==> config.mk <==
export PLATFORM = sky130hd
export DESIGN_NAME = i2cv_slave
export DESIGN_NICKNAME = d
export VERILOG_FILES = /design/src/i2cv_glitch_filter.v /design/src/i2cv_slave.v
export VERILOG_INCLUDE_DIRS = /design/src
export SDC_FILE = /design/constraint.sdc
export NUM_CORES = 1
export LEC_CHECK = 0
export BUFFER_PORTS_ARGS = -buffer_cell sky130_fd_sc_hd__buf_2
export CAP_MARGIN = 5
export CORE_ASPECT_RATIO = 1.2
export CORE_MARGIN = 3
export CORE_UTILIZATION = 40
export CTS_BUF_LIST = sky130_fd_sc_hd__clkbuf_16
export CTS_CLUSTER_DIAMETER = 40
export CTS_CLUSTER_SIZE = 14
export DETAILED_ROUTE_END_ITERATION = 10
export GPL_ROUTABILITY_DRIVEN = 1
export SYNTH_ARGS = -nofsm -noshare
export SYNTH_HDL_FRONTEND = slang
export SYNTH_SLANG_ARGS = --single-unit
export TNS_END_PERCENT = 30
==> constraint.sdc <==
create_clock -name SYS_CLK -period 3.9 [get_ports SYS_CLK]
set_input_delay 0.78 -clock SYS_CLK [delete_from_list [all_inputs] [get_ports SYS_CLK]]
set_output_delay 0.78 -clock SYS_CLK [all_outputs]
set_load 0.005 [all_outputs]
==> src/i2cv_consts.vh <==
// Constants for the I2C voltage-code slave.
// Assumes inclusion by bare name from the design files only.
`ifndef I2CV_CONSTS_VH
`define I2CV_CONSTS_VH

// ==========================================================
// Clock and filter timing
`define I2CV_CLK_NS        5
`define I2CV_SPIKE_NS      50
`define I2CV_SPIKE_CYC     ((`I2CV_SPIKE_NS + `I2CV_CLK_NS - 1) / `I2CV_CLK_NS)

// ==========================================================
// Voltage code register
`define I2CV_CODE_W        6
`define I2CV_CODE_DEFAULT  6'h20
`define I2CV_UV_W          21
`define I2CV_UV_MIN        21'd690000
`define I2CV_UV_STEP       21'd21600
`define I2CV_UV_DEFAULT    21'd1381200

// ==========================================================
// Bus framing
`define I2CV_BYTE_BITS     4'h8
`define I2CV_ADDR_W        7
`define I2CV_ADDR_DEFAULT  7'h2a

`endif

==> src/i2cv_glitch_filter.v <==
// Two-stage synchroniser followed by a stability filter for one bus line.
// Assumes the input is asynchronous to SYS_CLK; output changes only after
// the synchronised level has stood steady for more than FILT_CYC cycles.
`timescale 1ns/10ps
module i2cv_glitch_filter #(
  parameter FILT_CYC = 10,
  parameter CNT_W    = 5
) (
  input  wire clk,
  input  wire rst,
  input  wire din,
  output reg  dout
);

  reg             meta_q;
  reg             sync_q;
  reg [CNT_W-1:0] cnt_q;

  // ==========================================================
  // Synchroniser and filter
  always @(posedge clk) begin
    if (rst) begin
      meta_q <= 1'b1;
      sync_q <= 1'b1;
      cnt_q  <= {CNT_W{1'b0}};
      dout   <= 1'b1;
    end else begin
      meta_q <= din;
      sync_q <= meta_q;
      if (sync_q == dout) begin
        cnt_q <= {CNT_W{1'b0}};
      end else if (cnt_q == FILT_CYC[CNT_W-1:0]) begin
        // Level held past the spike width
        dout  <= sync_q;
        cnt_q <= {CNT_W{1'b0}};
      end else begin
        cnt_q <= cnt_q + {{(CNT_W-1){1'b0}}, 1'b1};
      end
    end
  end

endmodule

==> src/i2cv_slave.v <==
// Write-only I2C slave holding the six-bit output-voltage code.
// Assumes SCL_I and SDA_I come from open-drain pins outside the SYS_CLK
// domain; the wired level of SDA is resolved from SDA_OE outside.
`timescale 1ns/10ps
`include "i2cv_consts.vh"
module i2cv_slave #(
  parameter [`I2CV_ADDR_W-1:0] DEV_ADDR = `I2CV_ADDR_DEFAULT,
  parameter                    FILT_CYC = `I2CV_SPIKE_CYC
) (
  input  wire                     SYS_CLK,
  input  wire                     RST,
  input  wire                     SCL_I,
  input  wire                     SDA_I,
  output wire                     SDA_O,
  output reg                      SDA_OE,
  output reg  [`I2CV_CODE_W-1:0]  VCODE,
  output reg  [`I2CV_UV_W-1:0]    VTARGET_UV,
  output reg                      VCODE_LOAD,
  output reg                      BUS_ACTIVE
);

  localparam [2:0] ST_IDLE   = 3'h0;
  localparam [2:0] ST_ADDR   = 3'h1;
  localparam [2:0] ST_ACK_A  = 3'h2;
  localparam [2:0] ST_DATA   = 3'h3;
  localparam [2:0] ST_ACK_D  = 3'h4;
  localparam [2:0] ST_IGNORE = 3'h5;

  // Maps a code to its regulation target in microvolts
  function [`I2CV_UV_W-1:0] code_to_uv;
    input [`I2CV_CODE_W-1:0] code;
    reg   [2*`I2CV_UV_W-1:0] prod;
    begin
      prod       = code * `I2CV_UV_STEP;
      code_to_uv = `I2CV_UV_MIN + prod[`I2CV_UV_W-1:0];
    end
  endfunction

  wire                    scl_f;
  wire                    sda_f;
  reg                     scl_p_q;
  reg                     sda_p_q;
  reg  [2:0]              state_q;
  reg  [3:0]              bit_cnt_q;
  reg  [7:0]              shift_q;
  reg  [`I2CV_CODE_W-1:0] pend_code_q;
  reg                     pend_valid_q;
  reg                     got_byte_q;

  wire scl_rise = scl_f & ~scl_p_q;
  wire scl_fall = ~scl_f & scl_p_q;
  wire start_c  = scl_f & scl_p_q & sda_p_q & ~sda_f;
  wire stop_c   = scl_f & scl_p_q & ~sda_p_q & sda_f;
  wire byte_end = scl_fall & (bit_cnt_q == `I2CV_BYTE_BITS);

  // Open-drain: only ever pulls low
  assign SDA_O = 1'b0;

  // ==========================================================
  // Input filtering
  i2cv_glitch_filter #(
    .FILT_CYC (FILT_CYC),
    .CNT_W    (5)
  ) u_scl_filt (
    .clk  (SYS_CLK),
    .rst  (RST),
    .din  (SCL_I),
    .dout (scl_f)
  );

  i2cv_glitch_filter #(
    .FILT_CYC (FILT_CYC),
    .CNT_W    (5)
  ) u_sda_filt (
    .clk  (SYS_CLK),
    .rst  (RST),
    .din  (SDA_I),
    .dout (sda_f)
  );

  // ==========================================================
  // Protocol engine
  always @(posedge SYS_CLK) begin
    if (RST) begin
      scl_p_q      <= 1'b1;
      sda_p_q      <= 1'b1;
      state_q      <= ST_IDLE;
      bit_cnt_q    <= 4'h0;
      shift_q      <= 8'h00;
      pend_code_q  <= `I2CV_CODE_DEFAULT;
      pend_valid_q <= 1'b0;
      got_byte_q   <= 1'b0;
      SDA_OE       <= 1'b0;
      BUS_ACTIVE   <= 1'b0;
    end else begin
      scl_p_q <= scl_f;
      sda_p_q <= sda_f;
      if (start_c) begin
        // Repeated START drops any uncommitted byte
        state_q      <= ST_ADDR;
        bit_cnt_q    <= 4'h0;
        pend_valid_q <= 1'b0;
        got_byte_q   <= 1'b0;
        SDA_OE       <= 1'b0;
        BUS_ACTIVE   <= 1'b1;
      end else if (stop_c) begin
        state_q      <= ST_IDLE;
        pend_valid_q <= 1'b0;
        got_byte_q   <= 1'b0;
        SDA_OE       <= 1'b0;
        BUS_ACTIVE   <= 1'b0;
      end else begin
        if (scl_rise && (state_q == ST_ADDR || state_q == ST_DATA)) begin
          shift_q   <= {shift_q[6:0], sda_f};
          bit_cnt_q <= bit_cnt_q + 4'h1;
        end
        case (state_q)
          ST_ADDR: begin
            if (byte_end) begin
              if (shift_q[7:1] == DEV_ADDR && !shift_q[0]) begin
                SDA_OE  <= 1'b1;
                state_q <= ST_ACK_A;
              end else begin
                // Reads and foreign addresses stay unanswered
                state_q <= ST_IGNORE;
              end
            end
          end
          ST_ACK_A: begin
            if (scl_fall) begin
              SDA_OE    <= 1'b0;
              bit_cnt_q <= 4'h0;
              state_q   <= ST_DATA;
            end
          end
          ST_DATA: begin
            if (byte_end) begin
              if (!got_byte_q) begin
                pend_code_q <= shift_q[`I2CV_CODE_W-1:0];
                SDA_OE      <= 1'b1;
                state_q     <= ST_ACK_D;
              end else begin
                // A second data byte voids the transfer
                pend_valid_q <= 1'b0;
                state_q      <= ST_IGNORE;
              end
            end
          end
          ST_ACK_D: begin
            if (scl_fall) begin
              SDA_OE       <= 1'b0;
              pend_valid_q <= 1'b1;
              got_byte_q   <= 1'b1;
              bit_cnt_q    <= 4'h0;
              state_q      <= ST_DATA;
            end
          end
          ST_IGNORE: begin
            SDA_OE <= 1'b0;
          end
          default: begin
            bit_cnt_q <= 4'h0;
          end
        endcase
      end
    end
  end

  // ==========================================================
  // Voltage code register
  always @(posedge SYS_CLK) begin
    if (RST) begin
      VCODE      <= `I2CV_CODE_DEFAULT;
      VTARGET_UV <= `I2CV_UV_DEFAULT;
      VCODE_LOAD <= 1'b0;
    end else if (stop_c && pend_valid_q) begin
      VCODE      <= pend_code_q;
      VTARGET_UV <= code_to_uv(pend_code_q);
      VCODE_LOAD <= 1'b1;
    end else begin
      VCODE_LOAD <= 1'b0;
    end
  end

endmodule

### Yosys cells after proc, flatten, opt, wreduce, memory -nomap -nowiden

Cells that the tools add are included.

* add/subtract/negate cells: 4
* $mul: 1
* equal/unequal tests: 21
* muxes and demuxes: 24
* bitwise logic cells: 17
* reduce and logical (&&, ||, !) cells: 25

Operator list (number)
* adder 20 x 21 -> 21 bit (first input constant): 1
* multiplier 6 x 10 -> 16 bit (second input constant): 1
* 2-to-1 mux 1 bit: 14
* 2-to-1 mux 3 bit: 4
* AND reduction 4 bit: 3
* OR reduction 3 bit: 4
* adder 5 x 1 -> 5 bit (second input constant): 2
* equality test 5 x 4 -> 1 bit (second input constant): 2
* inequality test 2 bit (second input constant): 5
* inverter 1 bit: 9
* case mux 3 bit (3 select lines): 1
* AND 1 bit: 8
* 2-to-1 mux 4 bit: 2
* inequality test 4 bit (second input constant): 2
* case mux 4 bit (2 select lines): 1
* equality test 7 x 6 -> 1 bit (second input constant): 1
* equality test 3 x 2 -> 1 bit (second input constant): 2
* equality test 3 bit (second input constant): 2
* AND reduction 2 bit: 3
* AND reduction 6 bit: 1
* AND reduction 5 bit: 1
* nonzero test 5 bit: 1
* adder 4 x 1 -> 4 bit (second input constant): 1
* equality test 4 bit (second input constant): 1
* other kinds (14): 20

* register bits: 71
* bits of input ports: 4
* word-level logic and storage cells: 114

### Depth between registers and ports, before layout

Gate-level depths: netlist (run 1).

* word-level depth: 7
* mapped depth: 15
* gate-level depth less buffers: 14

### Hierarchy

A second synthesis (run 1) with hierarchy kept.

* cells, all modules: 460
* area total of the unflattened synthesis: 3930.0 µm²

By module, submodules not included
* i2cv_slave: instances 1, cells an instance 402, area each 3286.9 µm²
* i2cv_glitch_filter: instances 2, cells an instance 29, area each 321.6 µm²

### Worst setup path after synthesis (run 1)

No wires, ideal clock.

* path type: reg2reg
* from: register pend_code_q[3]
* to: register VTARGET_UV[19]
* setup time: 0.116 ns
* arrival: 3.280 ns
* path slack: 0.504 ns
* stages on the path, launching flop included: 13
* path buffers: 0
* period minus slack after synthesis: 3.396 ns
* cells stage by stage: dfxtp_1 -> ha_1 -> ha_1 -> fa_1 -> ha_1 -> a21oi_2 -> o22ai_2 -> o41a_1 -> a31oi_2 -> a21bo_1 -> a31o_1 -> mux2i_1 -> a31o_1

* cells in the longest elaborated chain, start to end: 2

Ends and longest elaborated chain
* start: declaration: RTL line i2cv_slave.v:46 `` reg [`I2CV_CODE_W-1:0] pend_code_q; ``
* start signal: assignment: RTL line i2cv_slave.v:90 `` pend_code_q <= `I2CV_CODE_DEFAULT; ``
* start signal: assignment: RTL line i2cv_slave.v:139 `` pend_code_q <= shift_q[`I2CV_CODE_W-1:0]; ``
* multiplier 6 x 10 -> 16 bit (no line)
* adder 20 x 21 -> 21 bit (no line)
* end signal: assignment: RTL line i2cv_slave.v:174 `` VTARGET_UV <= `I2CV_UV_DEFAULT; ``
* end signal: assignment: RTL line i2cv_slave.v:178 `VTARGET_UV <= code_to_uv(pend_code_q);`
* end: declaration: RTL line i2cv_slave.v:17 `` output reg [`I2CV_UV_W-1:0] VTARGET_UV, ``

No other way between the ends.
A chain may end at the register's enable or synchronous reset.

### Worst setup path after layout (run 1)

* from: register pend_code_q[5]
* to: register VTARGET_UV[19]

Same word-level chain as after synthesis.

==> results of run 1 <==
cell usage after synthesis, types with 3 or more instances:
| library cell | count |
|---|---|
| a211oi_1 | 3 |
| a21oi_1 | 35 |
| a31o_1 | 3 |
| buf_1 | 3 |
| buf_4 | 7 |
| clkbuf_1 | 11 |
| dfxtp_1 | 65 |
| fa_1 | 4 |
| ha_1 | 40 |
| inv_1 | 20 |
| mux2i_1 | 8 |
| nand2_1 | 61 |
| nand2b_1 | 3 |
| nand3_1 | 10 |
| nor2_1 | 36 |
| nor3_1 | 3 |
| nor4bb_1 | 4 |
| o211ai_1 | 6 |
| o21ai_0 | 17 |
| or2_2 | 7 |
| xnor2_1 | 18 |
| xor2_1 | 14 |
worst max-delay path by stage:
stage / end / slack, ns / cells past startpoint
6_report: VTARGET_UV[19]$_SDFFE_PP0P_ / 0.25 / 12
5_1_grt: VTARGET_UV[19]$_SDFFE_PP0P_ / 0.06 / 13
4_1_cts: VTARGET_UV[19]$_SDFFE_PP0P_ / 0.25 / 12
3_5_place_dp: VTARGET_UV[19]$_SDFFE_PP0P_ / 0.29 / 12
3_3_place_gp: VTARGET_UV[19]$_SDFFE_PP0P_ / 0.37 / 12
2_1_floorplan: VTARGET_UV[19]$_SDFFE_PP0P_ / 0.50 / 12
metal layers:
metal	track usage, %	up-vias	wire length (um)
li1	-	1542	-
met1	19.8	1410	3770
met2	26.7	32	3930
met3	3.35	12	195
met4	6.35	0	155
met5	0	-	0
cells by family after synthesis:
| kind of cell | Yosys count | share of synthesized area [%] |
|---|---|---|
| other cells | 2 | 0.199 |
| buf+inv | 45 | 5.25 |
| mux | 8 | 2.13 |
| fa+ha+maj | 44 | 15.4 |
| xor+xnor | 32 | 7.44 |
| flops | 65 | 34.6 |
| compound gates | 93 | 16.7 |
| simple gates | 145 | 18.3 |
critical path: cells and delay by family, from the launching register on:
kind | cells | cell delay, ns
fa+ha+maj | 4 | 1.45
flops | 1 | 0.47
compound gates | 7 | 1.51
mux | 1 | 0.12
metrics by stage:
| stage | utilization, % | hold WS, ns |
|---|---|---|
| after floorplan | - | 0.389 |
| after global placement | 43.8 | 0.393 |
| after detailed placement | 43.8 | 0.397 |
| after CTS | 47.6 | 0.407 |
| after global routing | 47.6 | 0.434 |
| final | 47.6 | 0.406 |
where the power goes:
part | leakage, nW | total (W) | switching [W] | internal [W]
Clock | 0.171 | 0.000951 | 0.000320 | 0.000631
Combinational | 1.07 | 0.0000176 | 0.0000132 | 0.00000449
Sequential | 0.525 | 0.000668 | 0.00000132 | 0.000667
flip-flops by register name, indices dropped and copies added (netlist names), 3 cells and up:
signal and count:
u_scl_filt.cnt_q 5, VCODE 6, bit_cnt_q 4, shift_q 8
pend_code_q 6, state_q 3, VTARGET_UV 15, u_sda_filt.cnt_q 5
final cells by class:
class | instances | area share (%)
clock buffers | 9 | 5.18
clock inverters | 7 | 2.88
inverters | 22 | 1.90
multi-input cells | 328 | 52.6
flip-flops and latches | 65 | 29.9
well taps | 120 | 3.45
repair buffers | 33 | 4.09
cells in the final DEF (no fill, tap or decap), drive strengths merged, types with 2 or more instances in the layout:
cell	count
a211oi	5
a21oi	37
a311oi	2
a31o	4
a31oi	3
and3	2
buf	33
bufinv	3
clkbuf	9
clkinv	2
conb	6
dfxtp	65
fa	4
ha	40
inv	24
mux2i	8
nand2	61
nand2b	4
nand3	10
nand3b	2
nand4	2
nor2	37
nor2b	2
nor3	4
nor3b	2
nor4b	2
nor4bb	4
o211ai	8
o21ai	19
o22ai	3
o31a	2
or2	7
or3	2
xnor2	18
xor2	14
==> summary.md, run 1 <==
| Metric | Value |
|---|---|
| Max-slew headroom | 31.1% |
| CTS Buf Count | 9 |
| TritonCTS clock tree | done |
| Cells after Synth | between 400 and 500 |
| Finish-stage setup viols | 0 |
| Hold Path Class | reg -> reg |
| Yosys cell types | slightly above 60 |
| EDFF count, synth | 0 |
| Worst r2r src | pend_code_q[5]$_SDFFE_PP1P_ |
| Non-Filler Instances | 584 |
| Share of layout cells above drive strength 1 | 15.9% |
| Post-CTS Hold Fix Bufs | 0 |
| RSZ-0062 raised after global routing | no |
| Hold Startpoint | u_scl_filt.meta_q$_SDFF_PP1_ |
| Clock-pin transition on the worst setup and hold timing paths | approximately 0.06 ns |
| Crit-path max cell delay | 0.48 ns |
| Root buf cell | clkbuf_16 |
| Clk buf depth | 2 |
| GR Util All Layers | 15.9% |
| Number of global-route vias before repair | 2902 |
| DRC viols | 0 |
| Power per cell area | 376 mW/mm^2 |
| Post-synthesis sequential area ratio | 34.6% |
| Area of the multi-input gates | between 0.002 and 0.0025 mm^2 |
| Worst path required time | 4.12 ns |
| Arr. time, crit path | 3.87 ns |
| First-pass GRT wire length | 13400 um |
| Synth area leader | dfxtp_1 |
| Yosys warning total | 0 |
| Post-route worst setup slack | between 0.2 and 0.3 ns |
| Num rows | 38 |
| Internal reg-to-reg setup slack | 0.25 ns |
| Max Fclk | 274 MHz |
| Setup TNS | 0 ns |
| Slowest-stage cell, CP | fa_1 |
| Buffer count from post-CTS setup fixing | 0 |
| Crit path kind | reg -> reg |
| Vias post-DR | 2996 |
| Area contributors post-synth | dfxtp_1, ha_1, nand2_1 |
| Ys flop type | dfxtp_1 |
| Post-route antenna net violation count | 0 |
| Die Y | between 100 and 150 um |
| Pre-CTS setup slack | 0.293 ns |
| Finished Cell Area | 0.00435 mm^2 |
| Initial core utilization | 41.2% |
| Worst-margin pin slew | 1.02 ns |
| Outcome | finished clean |
| Synthesis-stage register bit count | 65 |
| Final Hold Vio Count | 0 |
| H-tree Lvls | 3 |
| Area growth syn-to-layout | 15.5% |
| Placeable core area | roughly 0.009 mm^2 |
| Fin crit share | 93.6% |
| Worst skew pair latency | between 0.3 and 0.4 ns |
| Period minus WS final | 3.65 ns |
| Final nets | 507 |
| Post_cts resized | 0 |
| LEAKAGE | 1.77 nW |
| Hold Crit Depth | 1 |
| Die area | 0.0106 mm^2 |
| Critical Path Start Type | flop |
| Initial antenna violation count | 0 |
| Drt pass-1 iters | 4 |
| CP endpoint kind | flop |
| I/O pin count | 35 |
| Worst path most repeated cell | ha_1 |
| Max IR drop VDD | 0.181 mV |
| Register area | 0.00130 mm^2 |
| Synth Area per Inst | 8.67 um^2 |
| Port Buffers | 28 |
| Max Transition Viols Final | 0 |
| Worst-path cell chain | ha_1 -> ha_1 -> fa_1 -> ha_1 -> a21oi_2 -> o22ai_2 -> o41a_1 -> a31oi_2 -> a21bo_1 -> a31o_1 -> mux2i_1 -> a31o_1 |
| Asr flop ratio synth | 0% |
| Die Wd | 94.6 um |
| Crit path launch | pend_code_q[5]$_SDFFE_PP1P_ |
| Routability cong. | 0.802 |
| Hold EP | u_scl_filt.sync_q$_SDFF_PP1_ |
| Worst R2R End | VTARGET_UV[19]$_SDFFE_PP0P_ |
| Reg2Reg Depth | 12 |
| Overflow after GRT | 0 |
| Largest net degree at the start of global routing | 37 |
| Skew final | 0.00743 ns |
| Max_cap viols | 0 |
| Hpwl dp | 5940 um |
| Routed wire length | 8050 um |
| Dpl cells | 568 |
| Inserted Diodes | 0 |
| Placed cell areas | 0.00400 mm^2 |
| Share of the synthesized area in the top cell type | approximately 35% |
| Critical Path Fanout Max | 6 |
| Synthesized cell area | 0.00376 mm^2 |
| CTS sink count | 65 |
| DRT iter0 DRCs | 99 |
| Fill count | 905 |
| Total power | 0.00164 W |
| Wirelength per Cell | 13.8 um |
| Avg Vias per Cell | 5.13 |
(Power assumes the default switching activity.)
==> run 2: changes to the inputs <==
--- a/config.mk
+++ b/config.mk
@@ -6,6 +6,7 @@
 export SDC_FILE = /design/constraint.sdc
 export NUM_CORES = 1
 export LEC_CHECK = 0
+export ABC_AREA = 1
 export BUFFER_PORTS_ARGS = -buffer_cell sky130_fd_sc_hd__buf_2
 export CAP_MARGIN = 5
 export CORE_ASPECT_RATIO = 1.2
==> run 2 against run 1 <==
Wire length rose by 0.62%. Synthesized area grew 2.6%. Worst setup slack improved by 0.43 ns. Global-route usage is 0.18 points higher. Largest power group unchanged. Highest routed layer unchanged.
==> summary.md, run 2 <==
| Metric | Value |
|---|---|
| Number of flip-flops under the largest register name | 15 |
| Placeable core area | 0.00922 mm^2 |
| Sw power | 0.000281 W |
| Internal reg-to-reg setup slack | a little under 0.7 ns |
| Worst-path cell chain | ha_1 -> ha_1 -> fa_1 -> ha_1 -> inv_1 -> o21ai_0 -> nor2_1 -> nand2_1 -> nand3_1 -> nand2_1 -> nand2_1 -> nand2_1 -> inv_1 -> nand3_1 -> nand2_1 -> nor2_1 -> nor2_1 |
| I/O pin count | 35 |
| Area contributors post-synth | dfxtp_1, ha_1, nand2_1 |
| Yosys cell types | 41 |
| Max Transition Viols Final | 0 |
| Share of the synthesized area in the top cell type | 33.7% |
| Most common cell after layout, fill and taps aside | nand2_1 |
| Outcome | finished clean |
| Die Wd | 95.7 um |
| Max Fclk | approximately 310 MHz |
| Buf/Inv on CP | 2 |
| Switching Fraction | 19.6% |
| Overflow after GRT | 0 |
| CP endpoint kind | flop |
| Clock Power Share | approximately 52% |
| Post-route antenna net violation count | 0 |
| Routed wire length | 8100 um |
| Hold Path Class | reg -> reg |
| Ys flop type | dfxtp_1 |
| Routability cong. | approximately 0.86 |
| EDFF count, synth | 0 |
| Initial antenna violation count | 0 |
| Arr. time, crit path | 3.43 ns |
| Share of layout cells above drive strength 1 | roughly 14% |
| Synth top cells by count | nand2_1, dfxtp_1, inv_1, nor2_1, ha_1 |
| Worst skew pair latency | 0.32 ns |
| Avg Vias per Cell | 4.94 |
| Largest register by flop count | VTARGET_UV |
| Critical Path Fanout Max | 6 |
| Largest regs | VTARGET_UV: 15 flops, shift_q: 8 flops |
| Post-synthesis sequential area ratio | 33.7% |
| Met2 Usage GRT | 26.7% |
| Die Y | 114 um |
| Critical Path Start Type | flop |
| DRT iter0 DRCs | 101 |
| Post-CTS Hold Fix Bufs | 0 |
| Slowest-stage cell, CP | fa_1 |
| Inserted Diodes | 0 |
| Cells after Synth | 515 |
| Final nets | 591 |
| Finish-stage setup viols | 0 |
| Power per cell area | around 330 mW/mm^2 |
| Combinational Power Share | 1.2% |
| CTS Buf Count | 9 |
| DRC viols | 0 |
| Num rows | 38 |
| Period minus WS final | around 3.2 ns |
| Top-count cell post-synth | nand2_1 |
| Wirelength per Cell | 12.2 um |
| Largest net degree at the start of global routing | 33 |
| Worst path most repeated cell | nand2_1 |
| CTS sink count | 65 |
| Max_cap viols | 0 |
| Max-slew headroom | a little over two fifths |
| Clk buf depth | 2 |
| Vias post-DR | 3293 |
| GR Util All Layers | 16.1% |
| Skew final | 0.00682 ns |
| Crit-path max cell delay | 0.49 ns |
| Clock-pin transition on the worst setup and hold timing paths | 0.05 ns |
| Initial core utilization | 41.9% |
| Number of global-route vias before repair | 3080 |
| H-tree Lvls | 3 |
| Post_cts resized | 0 |
| Worst r2r src | pend_code_q[5]$_SDFFE_PP1P_ |
| Fin crit share | 82.6% |
| Global route hottest layer | met2 |
| Worst-margin pin slew | 0.860 ns |
| Internal Power | approximately 0.0012 W |
| Seq pwr share | 46.7% |
| Yosys warning total | 0 |
| Most frequent cells in the layout | nand2_1, dfxtp_1, inv_1 |
| Worst R2R End | VTARGET_UV[19]$_SDFFE_PP0P_ |
| Global routing usage on met1 | 19.8% |
| Synthesis-stage register bit count | 65 |
| Synth area leader | dfxtp_1 |
| Drt pass-1 iters | 4 |
| Hold EP | u_sda_filt.sync_q$_SDFF_PP1_ |
| Family with the most delay on the worst path | adder cells |
| Synth Area per Inst | 7.50 um^2 |
| Buffer count from post-CTS setup fixing | 0 |
| Die area | 0.0109 mm^2 |
| Asr flop ratio synth | 0% |
| Hold Startpoint | u_sda_filt.meta_q$_SDFF_PP1_ |
| Max IR drop VDD | 0.187 mV |
| RSZ-0062 raised after global routing | no |
| Port Buffers | 28 |
| Hpwl dp | ~6300 um |
| Crit path kind | reg -> reg |
| Area growth syn-to-layout | 12.3% |
| Fill count | 931 |
| Root buf cell | clkbuf_16 |
| Worst path required time | 4.11 ns |
| Final Core Density | between 40% and 50% |
| First-pass GRT wire length | 14000 um |
| LEAKAGE | 2.12 nW |
| Synthesized cell area | 0.00386 mm^2 |
| Setup TNS | 0 ns |
| Grt met3 use | 3.76% |
| TritonCTS clock tree | done |
| Reg2Reg Depth | 17 |
| Hold Crit Depth | 1 |
| Final Hold Vio Count | 0 |
-- run 2: layout make-up --
type	count	area [um^2]	area share, %
Timing Repair Buffer	29	148	3.40
Sequential cell	65	1300	30.0
Tap cell	120	150	3.46
Clock inverter	5	48.8	1.13
Inverter	67	251	5.80
Clock buffer	9	225	5.19
Multi-Input combinational cell	371	2210	51.0
-- run 2: how the worst max path moves through the flow --
stage,from,endpoint,slack [ns],cells after the start
after CTS,pend_code_q[5]$_SDFFE_PP1P_,VTARGET_UV[17]$_SDFFE_PP0P_,0.69,16
after floorplan,pend_code_q[5]$_SDFFE_PP1P_,VTARGET_UV[19]$_SDFFE_PP0P_,1.10,16
after global placement,pend_code_q[5]$_SDFFE_PP1P_,VTARGET_UV[20]$_SDFFE_PP1P_,0.73,14
after global routing,pend_code_q[5]$_SDFFE_PP1P_,VTARGET_UV[19]$_SDFFE_PP0P_,0.44,17
after detailed placement,pend_code_q[5]$_SDFFE_PP1P_,VTARGET_UV[17]$_SDFFE_PP0P_,0.71,16
final,pend_code_q[5]$_SDFFE_PP1P_,VTARGET_UV[19]$_SDFFE_PP0P_,0.68,17
-- run 2: per-layer routing --
metal / wire length [um] / up-vias
met5: 0 / -
met4: 223 / 0
met3: 265 / 16
met2: 3970 / 58
met1: 3640 / 1503
li1: - / 1716
-- run 2: per-stage QoR --
step	setup WS (ns)	power (W)	cell area (um^2)	cells	hold slack [ns]
floorplan	1.10	0.000700	3880	519	0.389
global placement	0.731	0.000700	4060	652	0.400
detailed placement	0.715	0.000700	4060	652	0.398
CTS	0.689	0.00145	4340	666	0.417
global route	0.443	0.00148	4340	666	0.427
finish	0.678	0.00143	4340	666	0.411
-- run 2: kinds of logic (layout without fill, tap and decap cells) --
logic type | Yosys count | after routing | synth area share [%]
other | 2 | 6 | 0.194
adders and majority gates | 44 | 44 | 15.0
xor gates and xnor gates | 14 | 14 | 3.18
AOI/OAI and AO/OA | 78 | 78 | 11.3
DFF | 65 | 65 | 33.7
buffers and inverters | 83 | 110 | 9.40
and+or+nand+nor | 229 | 229 | 27.2
-- run 2: power groups by stage --
stage	clock network [W]	registers, W	logic, W
finish	0.000746	0.000669	0.0000172
global route	0.000794	0.000668	0.0000200
CTS	0.000763	0.000669	0.0000174
detailed placement	0	0.000683	0.0000172
global placement	0	0.000682	0.0000173
floorplan	0	0.000682	0.0000173
==> run 3: changes to the inputs <==
--- a/config.mk
+++ b/config.mk
@@ -6,7 +6,7 @@
 export SDC_FILE = /design/constraint.sdc
 export NUM_CORES = 1
 export LEC_CHECK = 0
-export ABC_AREA = 1
+export ABC_AREA = 0
 export BUFFER_PORTS_ARGS = -buffer_cell sky130_fd_sc_hd__buf_2
 export CAP_MARGIN = 5
 export CORE_ASPECT_RATIO = 1.2
==> constraint.sdc (replaced) <==
create_clock -name SYS_CLK -period 3 [get_ports SYS_CLK]
set_input_delay 0.6 -clock SYS_CLK [delete_from_list [all_inputs] [get_ports SYS_CLK]]
set_output_delay 0.6 -clock SYS_CLK [all_outputs]
set_load 0.005 [all_outputs]
==> run 3 against run 2 <==
The run now ends with setup timing left. Worst setup slack worse by 0.91 ns. Total power up 26%. Non-clock buffer count up 50. Sequential power up 29%. Via count down 2.7%. Clock skew down 0.0016 ns. Sequential share of layout area down 2.9 points. Maximum frequency down 0.39%. Largest power group unchanged. Cell area up 12%. Register-to-register slack worse by 0.91 ns.
==> summary.md, run 3 (synthesis gave the netlist of run 1 again) <==
| Metric | Value |
|---|---|
| Outcome | finished with violations |
| Failing checks | setup timing |
| Dpl cells | between 600 and 700 |
| Clk buf depth | 2 |
| Max_cap viols | 0 |
| Share of layout cells above drive strength 1 | 29.0% |
| Initial antenna violation count | 0 |
| Skew final | 0.00518 ns |
| Hold_ws | 0.402 ns |
| DRT iter0 DRCs | 119 |
| LEAKAGE | 2.00 nW |
| Worst path required time | around 3.2 ns |
| Die area | 0.0106 mm^2 |
| DRC viols | 0 |
| Most common cell after layout, fill and taps aside | nand2_1 |
| Wirelength per Cell | 13.5 um |
| Number of global-route vias before repair | 3139 |
| Num rows | 38 |
| Worst r2r src | pend_code_q[3]$_SDFFE_PP0P_ |
| Routability cong. | 0.865 |
| Max IR drop VDD | between 0.15 and 0.2 mV |
| Area growth syn-to-layout | 29.5% |
| Routed wire length | 8480 um |
| Crit path kind | reg -> reg |
| Final Hold Vio Count | 0 |
| Drt pass-1 iters | 4 |
| Non-Filler Instances | 630 |
| H-tree Lvls | 3 |
| Largest regs | VTARGET_UV: 15 flops, shift_q: 8 flops |
| Port Buffers | 28 |
| Finish-stage setup viols | 4 |
| Fin crit share | 108% |
| Critical Path Fanout Max | 5 |
| Most frequent cells in the layout | nand2_1, dfxtp_1, buf_4 |
| Vias post-DR | ~3200 |
| Final Core Density | 53.4% |
| Placeable core area | 0.00913 mm^2 |
| Period minus WS final | 3.23 ns |
| Largest net degree at the start of global routing | 33 |
| CTS sink count | 65 |
| CP endpoint kind | flop |
| Worst-margin pin slew | 0.618 ns |
| Die Y | 112 um |
| Max Fclk | 309 MHz |
| GR Util All Layers | 16.8% |
| Inserted Diodes | 0 |
| Root buf cell | clkbuf_16 |
| Max-slew headroom | 58.4% |
| Final nets | ~550 |
| Worst skew pair latency | 0.32 ns |
| Largest register by flop count | VTARGET_UV |
| Hold Startpoint | u_scl_filt.meta_q$_SDFF_PP1_ |
| Critical Path Start Type | flop |
| Initial core utilization | about 41% |
| Post-route worst setup slack | -0.235 ns |
| Avg Vias per Cell | 5.08 |
| Die Wd | between 90 and 100 um |
| Hold Path Class | reg -> reg |
| I/O pin count | 35 |
| Finished Cell Area | 0.00487 mm^2 |
| Placed cell areas | 0.00444 mm^2 |
| Arr. time, crit path | 3.45 ns |
| Clock-pin transition on the worst setup and hold timing paths | 0.05 ns |
| Max Transition Viols Final | 0 |
| Setup TNS | -0.620 ns |
| Number of flip-flops under the largest register name | 15 |
| CTS Buf Count | 9 |
| Overflow after GRT | 0 |
| RSZ-0062 raised after global routing | yes |
| Post-CTS Hold Fix Bufs | 0 |
| Post-route antenna net violation count | 0 |
| Power per cell area | 370 mW/mm^2 |
| Crit path launch | pend_code_q[3]$_SDFFE_PP0P_ |
| First-pass GRT wire length | 14200 um |
| TritonCTS clock tree | done |
| Hpwl dp | about 6300 um |
| Internal reg-to-reg setup slack | -0.23 ns |
## run 3: repair_timing
action,4_1_cts,5_1_grt
setup endpoints to repair,6,8
resized for setup,11,15
cloned,0,0
hold endpoints to repair,0,0
pin swaps,4,6
buffers inserted,0,4
## run 3: report_power, final
| group | switching [W] | internal (W) |
|---|---|---|
| sequential | 0.00000163 | 0.000863 |
| combinational | 0.0000173 | 0.00000673 |
| clock | 0.000366 | 0.000548 |
| total | 0.000385 | 0.00142 |
## run 3: final timing paths
path / end / cells past startpoint
max: VTARGET_UV[19]$_SDFFE_PP0P_ / 12
min: u_scl_filt.sync_q$_SDFF_PP1_ / 1
max reg2reg: VTARGET_UV[19]$_SDFFE_PP0P_ / 12
min reg2reg: u_scl_filt.sync_q$_SDFF_PP1_ / 1
## run 3: layer usage
metal,vias up,global-route usage (%),share of wire (%)
met5,-,0,0
met4,0,6.16,1.1
met3,7,3.42,2.6
met2,41,28.6,52
met1,1519,20.7,45
li1,1636,-,-
## run 3: cell type report
type,instances,area [um^2]
fillers,836,4250
multi-input cells,328,2540
flip-flops and latches,65,1320
repair buffers,79,523
clock buffers,9,225
well taps,120,150
inverters,22,82.6
clock inverters,7,35.0
## run 3: per-stage QoR
step | setup slack, ns | power, W
6_report | -0.235 | 0.00180
5_1_grt | -0.345 | 0.00187
4_1_cts | -0.227 | 0.00183
3_5_place_dp | -0.241 | 0.000908
3_3_place_gp | -0.212 | 0.000908
2_1_floorplan | -0.145 | 0.000905
## run 3: worst max-delay path: stages, from the launching register on
cell     delay [ns]
dfxtp_4        0.36
ha_4           0.28
ha_4           0.20
fa_1           0.52
ha_4           0.23
a21oi_4        0.17
o22ai_2        0.11
o41a_1         0.36
a31oi_2        0.17
a21bo_1        0.23
a31o_1         0.19
mux2i_1        0.11
a31o_1         0.17
